<file path="src/design/erc_pkg.sv">
// Constants, field layout and status codes of the error report control block.
// Assumes a 32-bit classic Wishbone register port and one device clock.
//
// Notes on behaviour
// - Every error control and status register leaves reset in its disabled state.
// - Once enabled, every error is unmasked unless software has set its mask bits.
// - The device enable bit 0 gates both report messages and log capture for all components.
// - With the device enable at zero no report messages go out, from the cycle after it clears.
// - Clearing the device enable leaves logged component errors pending and untouched.
// - An enabled, unmasked error captures a log per its gates, and sends a message per its gate only along with that capture.
// - The device enable bit resets to zero.
// - Each of the five components has its own status/control and mask register pair.
// - Status 00 clear, 01 logged without message, 10 invalid, 11 logged and reported.
// - Writing ones to the status field returns it to zero and invalidates the log.
// - The log is overwritten by a new error only once the status field is clear.
// - Writing zeros to the status field changes neither the field nor the log.
// - A new log from the clear state moves status to 01, or to 11 when a message is raised.

package erc_pkg;

  // ==========================================================================
  // Map
  localparam int NCOMP = 5;
  localparam int ADDR_W = 8;
  localparam logic [7:0] ADDR_DEV_ENABLE = 8'h00;
  localparam logic [7:0] ADDR_COMP_BASE = 8'h10;
  localparam int COMP_STRIDE_LOG2 = 3;
  localparam logic [2:0] OFS_STATUS_CTRL = 3'h0;
  localparam logic [2:0] OFS_MASK = 3'h4;

  // ==========================================================================
  // Fields
  localparam int EN_POS = 0;
  localparam int STA_LSB = 0;
  localparam int STA_MSB = 1;
  localparam int DIS_LSB = 2;
  localparam int DIS_MSB = 3;
  localparam int DIS_LOG_POS = 0;
  localparam int DIS_MSG_POS = 1;
  localparam int SEVLOG_LSB = 0;
  localparam int SEVLOG_MSB = 6;
  localparam int SEVMSG_LSB = 7;
  localparam int SEVMSG_MSB = 13;
  localparam int CLASS_LSB = 16;
  localparam int CLASS_MSB = 25;
  localparam int NCLASS = 10;
  localparam int NSEV = 7;
  localparam int CLASS_IDX_W = 4;
  localparam int SEV_W = 3;

  // ==========================================================================
  // Reset values and codes
  localparam logic DEV_EN_RST = 1'b0;
  localparam logic [1:0] DIS_RST = 2'h3;
  localparam logic [NCLASS-1:0] CLASS_MASK_RST = 10'h000;
  localparam logic [NSEV-1:0] SEV_MASK_RST = 7'h00;
  localparam logic [1:0] STA_CLEAR_CMD = 2'h3;

  typedef enum logic [1:0] {
    STA_CLEAR = 2'h0,
    STA_LOGGED = 2'h1,
    STA_INVALID = 2'h2,
    STA_REPORTED = 2'h3
  } erc_sta_t;

  // Byte-lane merge of a write into a register image.
  function automatic logic [31:0] wr_merge(input logic [31:0] old, input logic [31:0] data,
                                           input logic [3:0] sel);
    logic [31:0] be;
    be = {{8{sel[3]}}, {8{sel[2]}}, {8{sel[1]}}, {8{sel[0]}}};
    return (old & ~be) | (data & be);
  endfunction

endpackage

</file>
<file path="src/design/erc_acc_if.sv">
// Register access path between the bus front end and the register bank.
// Assumes both ends sit on the same clock.
`timescale 1ns/1ps

interface erc_acc_if;
  logic wr;
  logic [7:0] addr;
  logic [31:0] wdata;
  logic [3:0] sel;
  logic [31:0] rdata;

  modport bus (output wr, output addr, output wdata, output sel, input rdata);
  modport regs (input wr, input addr, input wdata, input sel, output rdata);
endinterface

</file>
<file path="src/design/erc_top.sv">
// Error report control register bank: device enable plus five component
// status/control and mask register pairs behind a classic Wishbone slave.
// Assumes error strobes and class/severity come from logic on CLK.
`timescale 1ns/1ps

module erc_top (
  input wire logic CLK,
  input wire logic NRST,
  input wire logic CE,
  input wire logic WB_CYC_I,
  input wire logic WB_STB_I,
  input wire logic WB_WE_I,
  input wire logic [7:0] WB_ADR_I,
  input wire logic [31:0] WB_DAT_I,
  input wire logic [3:0] WB_SEL_I,
  output logic WB_ACK_O,
  output logic [31:0] WB_DAT_O,
  input wire logic [erc_pkg::NCOMP-1:0] ERR_VALID,
  input wire logic [erc_pkg::NCOMP*erc_pkg::CLASS_IDX_W-1:0] ERR_CLASS,
  input wire logic [erc_pkg::NCOMP*erc_pkg::SEV_W-1:0] ERR_SEV,
  output logic [erc_pkg::NCOMP-1:0] LOG_CAPTURE,
  output logic [erc_pkg::NCOMP-1:0] MSG_SEND,
  output logic [erc_pkg::NCOMP-1:0] LOG_CLEAR,
  output logic DEV_ENABLE
);

  // ==========================================================================
  // Bus front end
  erc_acc_if acc ();

  erc_wb_slave u_wb (
    .clk(CLK),
    .nrst(NRST),
    .ce(CE),
    .cyc(WB_CYC_I),
    .stb(WB_STB_I),
    .we(WB_WE_I),
    .adr(WB_ADR_I),
    .dat_i(WB_DAT_I),
    .sel(WB_SEL_I),
    .ack(WB_ACK_O),
    .dat_o(WB_DAT_O),
    .acc(acc)
  );

  // ==========================================================================
  // Decode
  // Unmapped addresses still get ack; they read zero and drop writes.
  logic [7:0] rel;
  logic hit_dev;
  logic in_comp;
  logic [4:0] comp_idx;
  logic is_mask;

  assign rel = acc.addr - erc_pkg::ADDR_COMP_BASE;
  assign hit_dev = acc.addr[7:2] == erc_pkg::ADDR_DEV_ENABLE[7:2];
  assign comp_idx = rel[7:erc_pkg::COMP_STRIDE_LOG2];
  assign in_comp = (acc.addr >= erc_pkg::ADDR_COMP_BASE) && (comp_idx < 5'(erc_pkg::NCOMP));
  assign is_mask = rel[2] == erc_pkg::OFS_MASK[2];

  // ==========================================================================
  // Device enable
  logic dev_en;

  always_ff @(posedge CLK or negedge NRST) begin
    if (!NRST) begin
      dev_en <= erc_pkg::DEV_EN_RST;
    end else if (acc.wr && hit_dev && acc.sel[0]) begin
      dev_en <= acc.wdata[erc_pkg::EN_POS];
    end
  end

  assign DEV_ENABLE = dev_en;

  // ==========================================================================
  // Component register pairs
  logic [erc_pkg::NCOMP-1:0][1:0] sta_v;
  logic [erc_pkg::NCOMP-1:0][1:0] dis_v;
  logic [erc_pkg::NCOMP-1:0][31:0] mask_v;
  logic [erc_pkg::NCOMP-1:0] clear_v;

  for (genvar i = 0; i < erc_pkg::NCOMP; i++) begin : g_comp
    logic hit;
    logic [1:0] dis;
    logic [erc_pkg::NCLASS-1:0] class_mask;
    logic [erc_pkg::NSEV-1:0] msg_mask;
    logic [erc_pkg::NSEV-1:0] cap_mask;
    logic [31:0] img;
    logic [31:0] next_img;
    erc_pkg::erc_sta_t sta;

    assign hit = in_comp && (comp_idx == 5'(i));
    assign img = {6'h00, class_mask, 2'h0, msg_mask, cap_mask};
    assign next_img = erc_pkg::wr_merge(img, acc.wdata, acc.sel);
    // Only the all-ones pattern clears; zeros and other patterns leave the status alone.
    assign clear_v[i] = acc.wr && hit && !is_mask && acc.sel[0] &&
                        (acc.wdata[erc_pkg::STA_MSB:erc_pkg::STA_LSB] ==
                         erc_pkg::STA_CLEAR_CMD);

    always_ff @(posedge CLK or negedge NRST) begin
      if (!NRST) begin
        dis <= erc_pkg::DIS_RST;
      end else if (acc.wr && hit && !is_mask && acc.sel[0]) begin
        dis <= acc.wdata[erc_pkg::DIS_MSB:erc_pkg::DIS_LSB];
      end
    end

    always_ff @(posedge CLK or negedge NRST) begin
      if (!NRST) begin
        class_mask <= erc_pkg::CLASS_MASK_RST;
        msg_mask <= erc_pkg::SEV_MASK_RST;
        cap_mask <= erc_pkg::SEV_MASK_RST;
      end else if (acc.wr && hit && is_mask) begin
        class_mask <= next_img[erc_pkg::CLASS_MSB:erc_pkg::CLASS_LSB];
        msg_mask <= next_img[erc_pkg::SEVMSG_MSB:erc_pkg::SEVMSG_LSB];
        cap_mask <= next_img[erc_pkg::SEVLOG_MSB:erc_pkg::SEVLOG_LSB];
      end
    end

    erc_comp u_comp (
      .clk(CLK),
      .nrst(NRST),
      .ce(CE),
      .dev_en(dev_en),
      .dis(dis),
      .class_mask(class_mask),
      .msg_mask(msg_mask),
      .cap_mask(cap_mask),
      .err_valid(ERR_VALID[i]),
      .err_class(ERR_CLASS[i*erc_pkg::CLASS_IDX_W +: erc_pkg::CLASS_IDX_W]),
      .err_sev(ERR_SEV[i*erc_pkg::SEV_W +: erc_pkg::SEV_W]),
      .sta_clear(clear_v[i]),
      .sta(sta),
      .log_capture(LOG_CAPTURE[i]),
      .msg_send(MSG_SEND[i]),
      .log_clear(LOG_CLEAR[i])
    );

    assign sta_v[i] = sta;
    assign dis_v[i] = dis;
    assign mask_v[i] = img;
  end

  // ==========================================================================
  // Read mux
  always_comb begin
    acc.rdata = 32'h0000_0000;
    if (hit_dev) begin
      acc.rdata[erc_pkg::EN_POS] = dev_en;
    end
    for (int k = 0; k < erc_pkg::NCOMP; k++) begin
      if (in_comp && comp_idx == 5'(k)) begin
        acc.rdata = is_mask ? mask_v[k] : {28'h0000000, dis_v[k], sta_v[k]};
      end
    end
  end

  // ==========================================================================
  // Checks
  a_dev_en_write: assert property (@(posedge CLK) disable iff (!NRST)
    (acc.wr && hit_dev && acc.sel[0]) |=> dev_en == $past(acc.wdata[erc_pkg::EN_POS]))
    else $error("device enable write lost");
  a_dev_off_silent: assert property (@(posedge CLK) disable iff (!NRST)
    (CE && !dev_en) |=> (MSG_SEND == '0) && (LOG_CAPTURE == '0))
    else $error("report or log while device disabled");
  a_zero_write_idle: assert property (@(posedge CLK) disable iff (!NRST)
    (acc.wr && !is_mask && in_comp &&
     acc.wdata[erc_pkg::STA_MSB:erc_pkg::STA_LSB] == 2'h0) |-> clear_v == '0)
    else $error("zero write cleared status");
  a_read_status: assert property (@(posedge CLK) disable iff (!NRST)
    (CE && WB_CYC_I && WB_STB_I && !WB_WE_I && !WB_ACK_O && in_comp && !is_mask) |=>
      WB_DAT_O[1:0] == $past(sta_v[comp_idx]))
    else $error("status read wrong");

  c_dev_enable: cover property (@(posedge CLK) disable iff (!NRST)
    acc.wr && hit_dev && acc.wdata[erc_pkg::EN_POS]);
  c_status_clear: cover property (@(posedge CLK) disable iff (!NRST)
    clear_v != '0);

endmodule

</file>
<file path="src/design/erc_wb_slave.sv">
// Classic Wishbone slave front end: one wait state, registered read data.
// Assumes a master that holds its request until it samples ack.
`timescale 1ns/1ps

module erc_wb_slave (
  input wire logic clk,
  input wire logic nrst,
  input wire logic ce,
  input wire logic cyc,
  input wire logic stb,
  input wire logic we,
  input wire logic [7:0] adr,
  input wire logic [31:0] dat_i,
  input wire logic [3:0] sel,
  output logic ack,
  output logic [31:0] dat_o,
  erc_acc_if.bus acc
);

  assign acc.addr = adr;
  assign acc.wdata = dat_i;
  assign acc.sel = sel;
  // The write lands on the edge where the master sees ack, never earlier.
  assign acc.wr = ce & cyc & stb & we & ack;

  always_ff @(posedge clk or negedge nrst) begin
    if (!nrst) begin
      ack <= 1'b0;
    end else if (ce) begin
      ack <= cyc & stb & ~ack;
    end
  end

  always_ff @(posedge clk or negedge nrst) begin
    if (!nrst) begin
      dat_o <= 32'h0000_0000;
    end else if (ce && cyc && stb && !ack && !we) begin
      dat_o <= acc.rdata;
    end
  end

  // ==========================================================================
  // Checks
  a_ack_single: assert property (@(posedge clk) disable iff (!nrst)
    (ce && ack) |=> !ack) else $error("ack held longer than one cycle");
  a_ack_answers: assert property (@(posedge clk) disable iff (!nrst)
    (ce && cyc && stb && !ack) |=> ack) else $error("request not answered next cycle");

endmodule

</file>
<file path="src/design/erc_comp.sv">
// Error status engine of one protocol component.
// Assumes error events are one-cycle strobes from logic on the same clock.
`timescale 1ns/1ps

module erc_comp (
  input wire logic clk,
  input wire logic nrst,
  input wire logic ce,
  input wire logic dev_en,
  input wire logic [1:0] dis,
  input wire logic [erc_pkg::NCLASS-1:0] class_mask,
  input wire logic [erc_pkg::NSEV-1:0] msg_mask,
  input wire logic [erc_pkg::NSEV-1:0] cap_mask,
  input wire logic err_valid,
  input wire logic [erc_pkg::CLASS_IDX_W-1:0] err_class,
  input wire logic [erc_pkg::SEV_W-1:0] err_sev,
  input wire logic sta_clear,
  output erc_pkg::erc_sta_t sta,
  output logic log_capture,
  output logic msg_send,
  output logic log_clear
);

  logic [15:0] class_ext;
  logic [7:0] msg_ext;
  logic [7:0] cap_ext;
  logic accepted;
  logic want_log;
  logic want_msg;
  logic free;
  logic take;
  erc_pkg::erc_sta_t next_sta;

  assign class_ext = {6'h00, class_mask};
  assign msg_ext = {1'b0, msg_mask};
  assign cap_ext = {1'b0, cap_mask};
  assign accepted = err_valid & dev_en & ~class_ext[err_class];
  assign want_log = accepted & ~dis[erc_pkg::DIS_LOG_POS] & ~cap_ext[err_sev];
  assign want_msg = accepted & ~dis[erc_pkg::DIS_MSG_POS] & ~msg_ext[err_sev];
  // A clear in the same cycle frees the log, so the new error is not lost.
  assign free = (sta == erc_pkg::STA_CLEAR) | sta_clear;
  assign take = want_log & free;

  always_comb begin
    next_sta = sta;
    if (take) begin
      next_sta = want_msg ? erc_pkg::STA_REPORTED : erc_pkg::STA_LOGGED;
    end else if (sta_clear) begin
      next_sta = erc_pkg::STA_CLEAR;
    end
  end

  // Device enable never touches the status; pending errors survive it.
  always_ff @(posedge clk or negedge nrst) begin
    if (!nrst) begin
      sta <= erc_pkg::STA_CLEAR;
    end else if (ce) begin
      sta <= next_sta;
    end
  end

  always_ff @(posedge clk or negedge nrst) begin
    if (!nrst) begin
      log_capture <= 1'b0;
      msg_send <= 1'b0;
      log_clear <= 1'b0;
    end else if (ce) begin
      log_capture <= take;
      msg_send <= take & want_msg;
      log_clear <= sta_clear;
    end
  end

  // ==========================================================================
  // Checks
  a_clear_to_zero: assert property (@(posedge clk) disable iff (!nrst)
    (ce && sta_clear && !err_valid) |=> (sta == erc_pkg::STA_CLEAR) && log_clear)
    else $error("status not cleared by ones write");
  a_new_log_code: assert property (@(posedge clk) disable iff (!nrst)
    (ce && want_log && sta == erc_pkg::STA_CLEAR) |=>
      (sta == ($past(want_msg) ? erc_pkg::STA_REPORTED : erc_pkg::STA_LOGGED)) && log_capture)
    else $error("wrong status after new log");
  a_no_overwrite: assert property (@(posedge clk) disable iff (!nrst)
    (ce && sta != erc_pkg::STA_CLEAR && !sta_clear) |=> !log_capture && $stable(sta))
    else $error("log overwritten while pending");
  a_never_invalid: assert property (@(posedge clk) disable iff (!nrst)
    sta != erc_pkg::STA_INVALID) else $error("status holds invalid code");
  a_msg_gated: assert property (@(posedge clk) disable iff (!nrst)
    (ce && (!dev_en || dis[erc_pkg::DIS_MSG_POS])) |=> !msg_send)
    else $error("message sent while disabled");
  a_pending_kept: assert property (@(posedge clk) disable iff (!nrst)
    (ce && !dev_en && !sta_clear) |=> $stable(sta)) else $error("status moved while disabled");
  a_class_masked: assert property (@(posedge clk) disable iff (!nrst)
    (ce && err_valid && class_ext[err_class]) |=> !log_capture && !msg_send)
    else $error("masked class logged");

  c_reported: cover property (@(posedge clk) disable iff (!nrst)
    ce && take && want_msg);
  c_logged_only: cover property (@(posedge clk) disable iff (!nrst)
    ce && take && !want_msg);
  c_clear_and_set: cover property (@(posedge clk) disable iff (!nrst)
    ce && take && sta_clear && sta != erc_pkg::STA_CLEAR);

endmodule

</file>
<file path="config.mk">
export PLATFORM = sky130hd
export DESIGN_NAME = erc_top
export DESIGN_NICKNAME = d
export VERILOG_FILES = /design/src/design/erc_pkg.sv /design/src/design/erc_acc_if.sv /design/src/design/erc_top.sv /design/src/design/erc_wb_slave.sv /design/src/design/erc_comp.sv
export SDC_FILE = /design/constraint.sdc
export NUM_CORES = 1
export LEC_CHECK = 0
export BUFFER_PORTS_ARGS = -buffer_cell sky130_fd_sc_hd__buf_2
export CAP_MARGIN = 20
export CORE_MARGIN = 5
export CORE_UTILIZATION = 25
export CTS_CLUSTER_SIZE = 40
export DETAILED_ROUTE_END_ITERATION = 8
export HOLD_SLACK_MARGIN = 0.12
export MAX_ROUTING_LAYER = met4
export PLACE_DENSITY = 0.46
export SYNTH_ARGS = -nofsm -noshare
export SYNTH_HDL_FRONTEND = slang
export SYNTH_SLANG_ARGS = --single-unit
export TNS_END_PERCENT = 50
</file>
<file path="constraint.sdc">
create_clock -name CLK -period 1.95 [get_ports CLK]
set_input_delay 0.39 -clock CLK [delete_from_list [all_inputs] [get_ports CLK]]
set_output_delay 0.39 -clock CLK [all_outputs]
set_load 0.01 [all_outputs]
</file>
# Word level (Yosys, flattened, before mapping)
# Index checks and enable logic that the tools add are counted.
dict set report totals {
  out_inout_bits 49
  inputBits 90
  word_cells 263
  reg_bits 189
}
dict set report classes {
  n_eq_ne 5
  reduce_logical 57
  order_cmp 12
  muxes 56
  add_sub_neg 1
  bitwise 89
}
# op n
set ops {}
lappend ops {{2-to-1 mux 32 bit} 5}
lappend ops {{bitwise AND 26 bit} 6}
lappend ops {{2-to-1 mux 26 bit} 5}
lappend ops {{OR 26 bit} 5}
lappend ops {{bitwise AND 1 bit} 46}
lappend ops {{logical AND 1 bit} 37}
lappend ops {{binary-select mux 1 bit (select 3 bit)} 10}
lappend ops {{2-to-1 mux 2 bit} 15}
lappend ops {{inverter 1 bit} 26}
lappend ops {{inverter 26 bit} 1}
lappend ops {{< comparator 4 x 5 -> 1 bit, second input constant} 5}
lappend ops {{binary-select mux 1 bit (select 4 bit)} 5}
lappend ops {{< comparator 3 x 4 -> 1 bit, second input constant} 5}
lappend ops {{2-to-1 mux 1 bit} 16}
lappend ops {{equality test 5 x 2 -> 1 bit, second input constant} 2}
lappend ops {{zero test 2 bit} 5}
lappend ops {{AND reduction 2 bit} 5}
lappend ops {{nonzero test 2 bit} 5}
lappend ops {{>= comparator 8 x 5 -> 1 bit, second input constant} 1}
lappend ops {{subtractor 8 x 5 -> 8 bit, second input constant} 1}
lappend ops {{zero test 6 bit} 1}
lappend ops {{equality test 5 x 1 -> 1 bit, second input constant} 1}
lappend ops {{equality test 5 x 3 -> 1 bit, second input constant} 1}
lappend ops {{zero test 5 bit} 1}
lappend ops {{other kinds (4)} 10}

# Longest topological paths before layout
dict set report depth {
  depth_word 12
  ltp_mapped 9
  mapped_depth_nobuf 7
}

# By module
# Synthesis repeated with hierarchy kept, for this count alone.
dict set report hier_totals {
  cells_unflattened 836
  hier_area_um2 10304.9
}
# module seq_area_each_um2 area_each_um2 n_inst cells_per_inst
set by_module_without_submodules {}
lappend by_module_without_submodules {erc_top 3290.7 6577.6 1 494}
lappend by_module_without_submodules {erc_comp 125.1 426.7 5 45}
lappend by_module_without_submodules {erc_wb_slave 825.8 1594.0 1 117}

# Least setup slack after synthesis
# OpenSTA, ideal clock, no wires.
dict set report synth_path {
  path_type {in2reg}
  startpoint {in WB_ADR_I[4]}
  endpoint {reg with a tool-made name}
  setup_time_ps 125
  arrival_ps 2069
  path_slack_ps -244
  cell_stages 7
  required_time_ps 1825
  path_buffers 1
  path_cell_list {inv_1 -> ha_1 -> nor3b_1 -> buf_2 -> nand3_1 -> nor2_1 -> mux2_2}
}
# element line
set synth_lines {}
lappend synth_lines {{start, declared} erc_top.sv:13} ;# input wire logic [7:0] WB_ADR_I,

# Final worst setup path
dict set report layout_path {
  startpoint {in WB_ADR_I[4]}
  endpoint {reg u_wb.dat_o[16]}
}
dict set report layout_between {
  elab_chain_len 9
  elab_cells_between_ends 19
  classes_between {1 x add/sub; 2 x order compare; 4 x eq/ne; 5 x mux; 7 x reduce/logical}
}
# element line
set layout_rtl {}
lappend layout_rtl {{subtractor 8 x 5 -> 8 bit} erc_top.sv:55} ;# assign rel = acc.addr - erc_pkg::ADDR_COMP_BASE;
lappend layout_rtl {{< comparator 5 x 3 -> 1 bit} erc_top.sv:58} ;# assign in_comp = (acc.addr >= erc_pkg::ADDR_COMP_BASE) && (comp_idx < 5'(erc_pkg::NCOMP));
lappend layout_rtl {{logical AND 1 bit} erc_top.sv:58}
lappend layout_rtl {{logical AND 1 bit} erc_top.sv:152} ;# if (in_comp && comp_idx == 5'(k)) begin
lappend layout_rtl {{2-to-1 mux 32 bit (4 in a row)} erc_top.sv:152}
lappend layout_rtl {{2-to-1 mux 32 bit *} erc_top.sv:152}
lappend layout_rtl {{end signal, assigned} erc_wb_slave.sv:38} ;# dat_o <= acc.rdata;
lappend layout_rtl {{end, declared} erc_wb_slave.sv:16} ;# output logic [31:0] dat_o,
# Every way passes the cells marked *; elsewhere a longest branch is shown, timed or not.
# A chain may end at the register's enable or synchronous reset.

==> impl_metrics.csv <==
group,metric,value,unit
status,status,"completed",
clock_network,htreeDepth,4,
worst_hold_path,hold_path_depth,3,
timing,worst_pin_slew,0.662,ns
drt,post_drt_wl_per_cell,23.0,µm
timing,max_freq,525,MHz
setup_path,endpoint_kind,"flop",
place,hpwlAfterDp,28.9,mm
floorplan,core_area,0.0385,mm²
timing,fin_skew,0.0100,ns
clock_network,cts_tree,"done",
drt,num_vias,7891,
yosys,synthFlopType,"dfrtp_1",
yosys,synth_edf_count,0,
timing,hold_viol,0,
clock_network,insertion_delay,0.44,ns
layout,nets,1162,
timing,drv_slew,0,
flow_run,max-cap-violations,0,
timing,setup_viol,0,
floorplan,die-area,0.0427,mm²
global_route,grtUsageTotal,17.8,%
clock_network,path_clk_slew,0.07,ns
clock_network,cts-buffers-inserted,17,
pwr,ir_drop,0.578,mV
setup_path,cp.required,2.25,ns
global_route,grt_pass1_wl,54.0,mm
setup_path,timing.rr.end,"g_comp[3].u_comp.sta[1]",
setup_path,max_stage_delay,0.39,ns
yosys,synthesis.area,0.00967,mm²
yosys,synth_seq_area_share,47.0,%
setup_path,cp_common_cell,"o21ai_0",
timing,finalCritPeriodShare,97.6,%
pwr,powerDensity,636,mW/mm²
yosys,syn_avg_cell_area,11.4,µm²
floorplan,ios,139,
floorplan,fp.dieH,207,µm
yosys,synth-seq-cells,181,
drt,drt-total-wl,36.9,mm
setup_path,worstPathMaxFanout,11,
global_route,first_global_vias,8034,
drt,remaining_drc_errors,0,
drt,viasPerCell,4.92,
yosys,ys_types,67,
clock_network,clockBufferDepth,2,
layout,seq_area,0.00454,mm²
global_route,grt_max_degree,45,
timing,slew_headroom,55.4,%
layout,fill_cells,3970,
layout,finish.instance_area,0.0127,mm²
global_route,antenna_found_initial,3,
setup_path,critPathSlowestCell,"o21ai_0",
setup_path,rr_worst_depth,5,
yosys,yosysWarnings,0,
layout,drive_gt1_share,46.7,%
drt,dr.pass1.iters,5,
setup_path,critical_path_class,"input pin to flop",
worst_hold_path,min_from,"WB_CYC_I",
setup_path,reg2reg_slack,0.08,ns
pwr,p_total,8.05,mW
setup_path,cp-start-kind,"input pin",
layout,area_delta_synth_final,30.9,%
clock_network,cts.sinks,181,
floorplan,die_w,207,µm
place,gp_congestion,0.876,
pwr,power.leakage,5.79,nW
drt,ant_nets,0,
floorplan,start_util,25.1,%
layout,multiInputGateArea,0.00492,mm²
place,placed_cell_area,0.0120,mm²
yosys,async_flop_share,100,%
timing,period_needed,1.90,ns
timing,rsz0062_at_grt,"true",
drt,drt_iter0_drc,502,
clock_network,cts_root_buffer,"clkbuf_16",
floorplan,num_rows,72,
setup_path,cp.arrival,2.21,ns
timing,holdWs,0.257,ns
layout,post-route-util,32.9,%
global_route,gr-total-overflow,0,
place,portBuffers,120,
timing,final.setup.tns,0,ns
yosys,synthCells,850,
worst_hold_path,hp-class,"input pin to flop",
setup_path,cp_cell_sequence,"clkbuf_4 -> inv_12 -> ha_2 -> nor4b_2 -> nand2_1 -> buf_12 -> o21ai_0 -> o21ai_0",
worst_hold_path,hold_end,"u_wb.ack",
synthesized netlist by cell type, types with 4 or more instances:
cell        n  share of area [%]
clkbuf_1   27                1.0
nor2_2      4               0.26
and3_1      5               0.32
buf_1       4               0.16
dfstp_2    10                2.7
dfrtp_1   171                 44
nand2b_1    4               0.26
and2_1      8               0.52
or2_2       5               0.32
o221ai_1    6               0.54
a21oi_1    42                2.2
nand2_1    75                2.9
inv_1      20               0.78
buf_2       7               0.36
mux2i_1    29                3.0
nor3b_1     6               0.47
o22ai_1    23                1.5
nand3_1    17               0.88
a221oi_1    4               0.36
mux4_2     21                4.9
o32ai_1     4               0.36
nor3_1      7               0.36
a22o_1      6               0.54
nor2b_1     6               0.39
o21ai_0    34                1.8
o21a_1      4               0.31
nor2_1     34                1.3
mux2_2    141                 16
o31ai_1    13                1.0
nand3b_1   18                1.4
buf_4      24                1.9
a211oi_1   13                1.0
cell families (layout without fill, tap and decap cells):
| group | after synthesis | after routing | share of synthesized area, % |
|---|---|---|---|
| DFF | 181 | 181 | 47.0 |
| and+or+nand+nor | 215 | 215 | 11.9 |
| other | 1 | 12 | 0.0388 |
| buffers and inverters | 84 | 309 | 4.44 |
| muxes | 191 | 191 | 24.3 |
| adders and majority gates | 3 | 3 | 0.388 |
| xor gates and xnor gates | 1 | 1 | 0.0906 |
| AOI/OAI and AO/OA | 174 | 174 | 11.9 |
worst max-delay path by stage:
stage,start,end,slack [ns],cells after the start
2_1_floorplan,WB_ADR_I[4],flop,-0.04,6
3_3_place_gp,WB_ADR_I[4],flop,-0.42,9
3_5_place_dp,WB_ADR_I[4],g_comp[1].u_comp.msg_send,-0.43,10
4_1_cts,u_wb.ack,g_comp[1].u_comp.sta[1],0.02,5
5_1_grt,flop,g_comp[3].u_comp.sta[1],-0.01,5
6_report,WB_ADR_I[4],u_wb.dat_o[16],0.05,8
per-layer routing:
| layer | GRT usage, % | share of wire, % | vias up |
|---|---|---|---|
| met1 | 24.9 | 47 | 4036 |
| met5 | - | 0 | - |
| li1 | - | - | 3580 |
| met4 | 3.85 | 1.2 | 0 |
| met2 | 27.0 | 46 | 243 |
| met3 | 3.52 | 6.0 | 32 |
worst max-delay path: cells and delay by family:
family                     cells  cell delay (ns)
and+or+nand+nor                2             0.61
AOI/OAI and AO/OA              2             0.54
buffers and inverters          3             0.44
adders and majority gates      1             0.21
per-stage QoR:
| step | cells | setup WS [ns] |
|---|---|---|
| 2_1_floorplan | 857 | -0.0374 |
| 3_3_place_gp | 1565 | -0.416 |
| 3_5_place_dp | 1565 | -0.429 |
| 4_1_cts | 1598 | 0.0162 |
| 5_1_grt | 1603 | -0.0126 |
| 6_report | 1604 | 0.0469 |
layout by cell type, fill, tap and decap left out, types with 5 or more instances in the layout:
cell type	instances
o221ai_1	5
nor2_4	6
o31ai_1	12
clkbuf_16	17
o21ai_0	34
nand2_1	71
nand3b_1	18
and2_1	8
a211oi_1	13
nor2_1	32
mux2_4	8
a22o_1	6
or2_2	5
nor3_1	6
nor3b_1	5
buf_4	113
a21oi_1	42
nor2b_1	5
dfstp_2	10
buf_12	19
and3_1	5
nand3_1	16
buf_2	118
mux2i_1	29
inv_1	18
dfrtp_1	170
mux4_2	21
mux2_2	133
conb_1	8
o22ai_1	22
power breakdown:
part / switching, mW / internal, mW / total [mW]
Sequential: 0.0306 / 3.79 / 3.82
Combinational: 0.503 / 0.336 / 0.839
Clock: 1.59 / 1.80 / 3.39
Total: 2.12 / 5.93 / 8.05
timing repair:
item | 4_1_cts | 5_1_grt
setup endpoints to repair | 0 | 82
endpoints found under the hold margin | 37 | 0
resized for setup | 0 | 20
hold buffers | 1 | 0
setup buffers | 0 | 2
area by class of cell:
type / count / area share (%)
Multi-Input combinational cell: 592 / 38.8
Sequential cell: 181 / 35.9
Timing Repair Buffer: 257 / 15.0
Tap cell: 518 / 5.12
Clock buffer: 22 / 3.59
Clock inverter: 10 / 0.771
Inverter: 20 / 0.732
Antenna cell: 4 / 0.0791
Power figures use the tool's default switching activity.
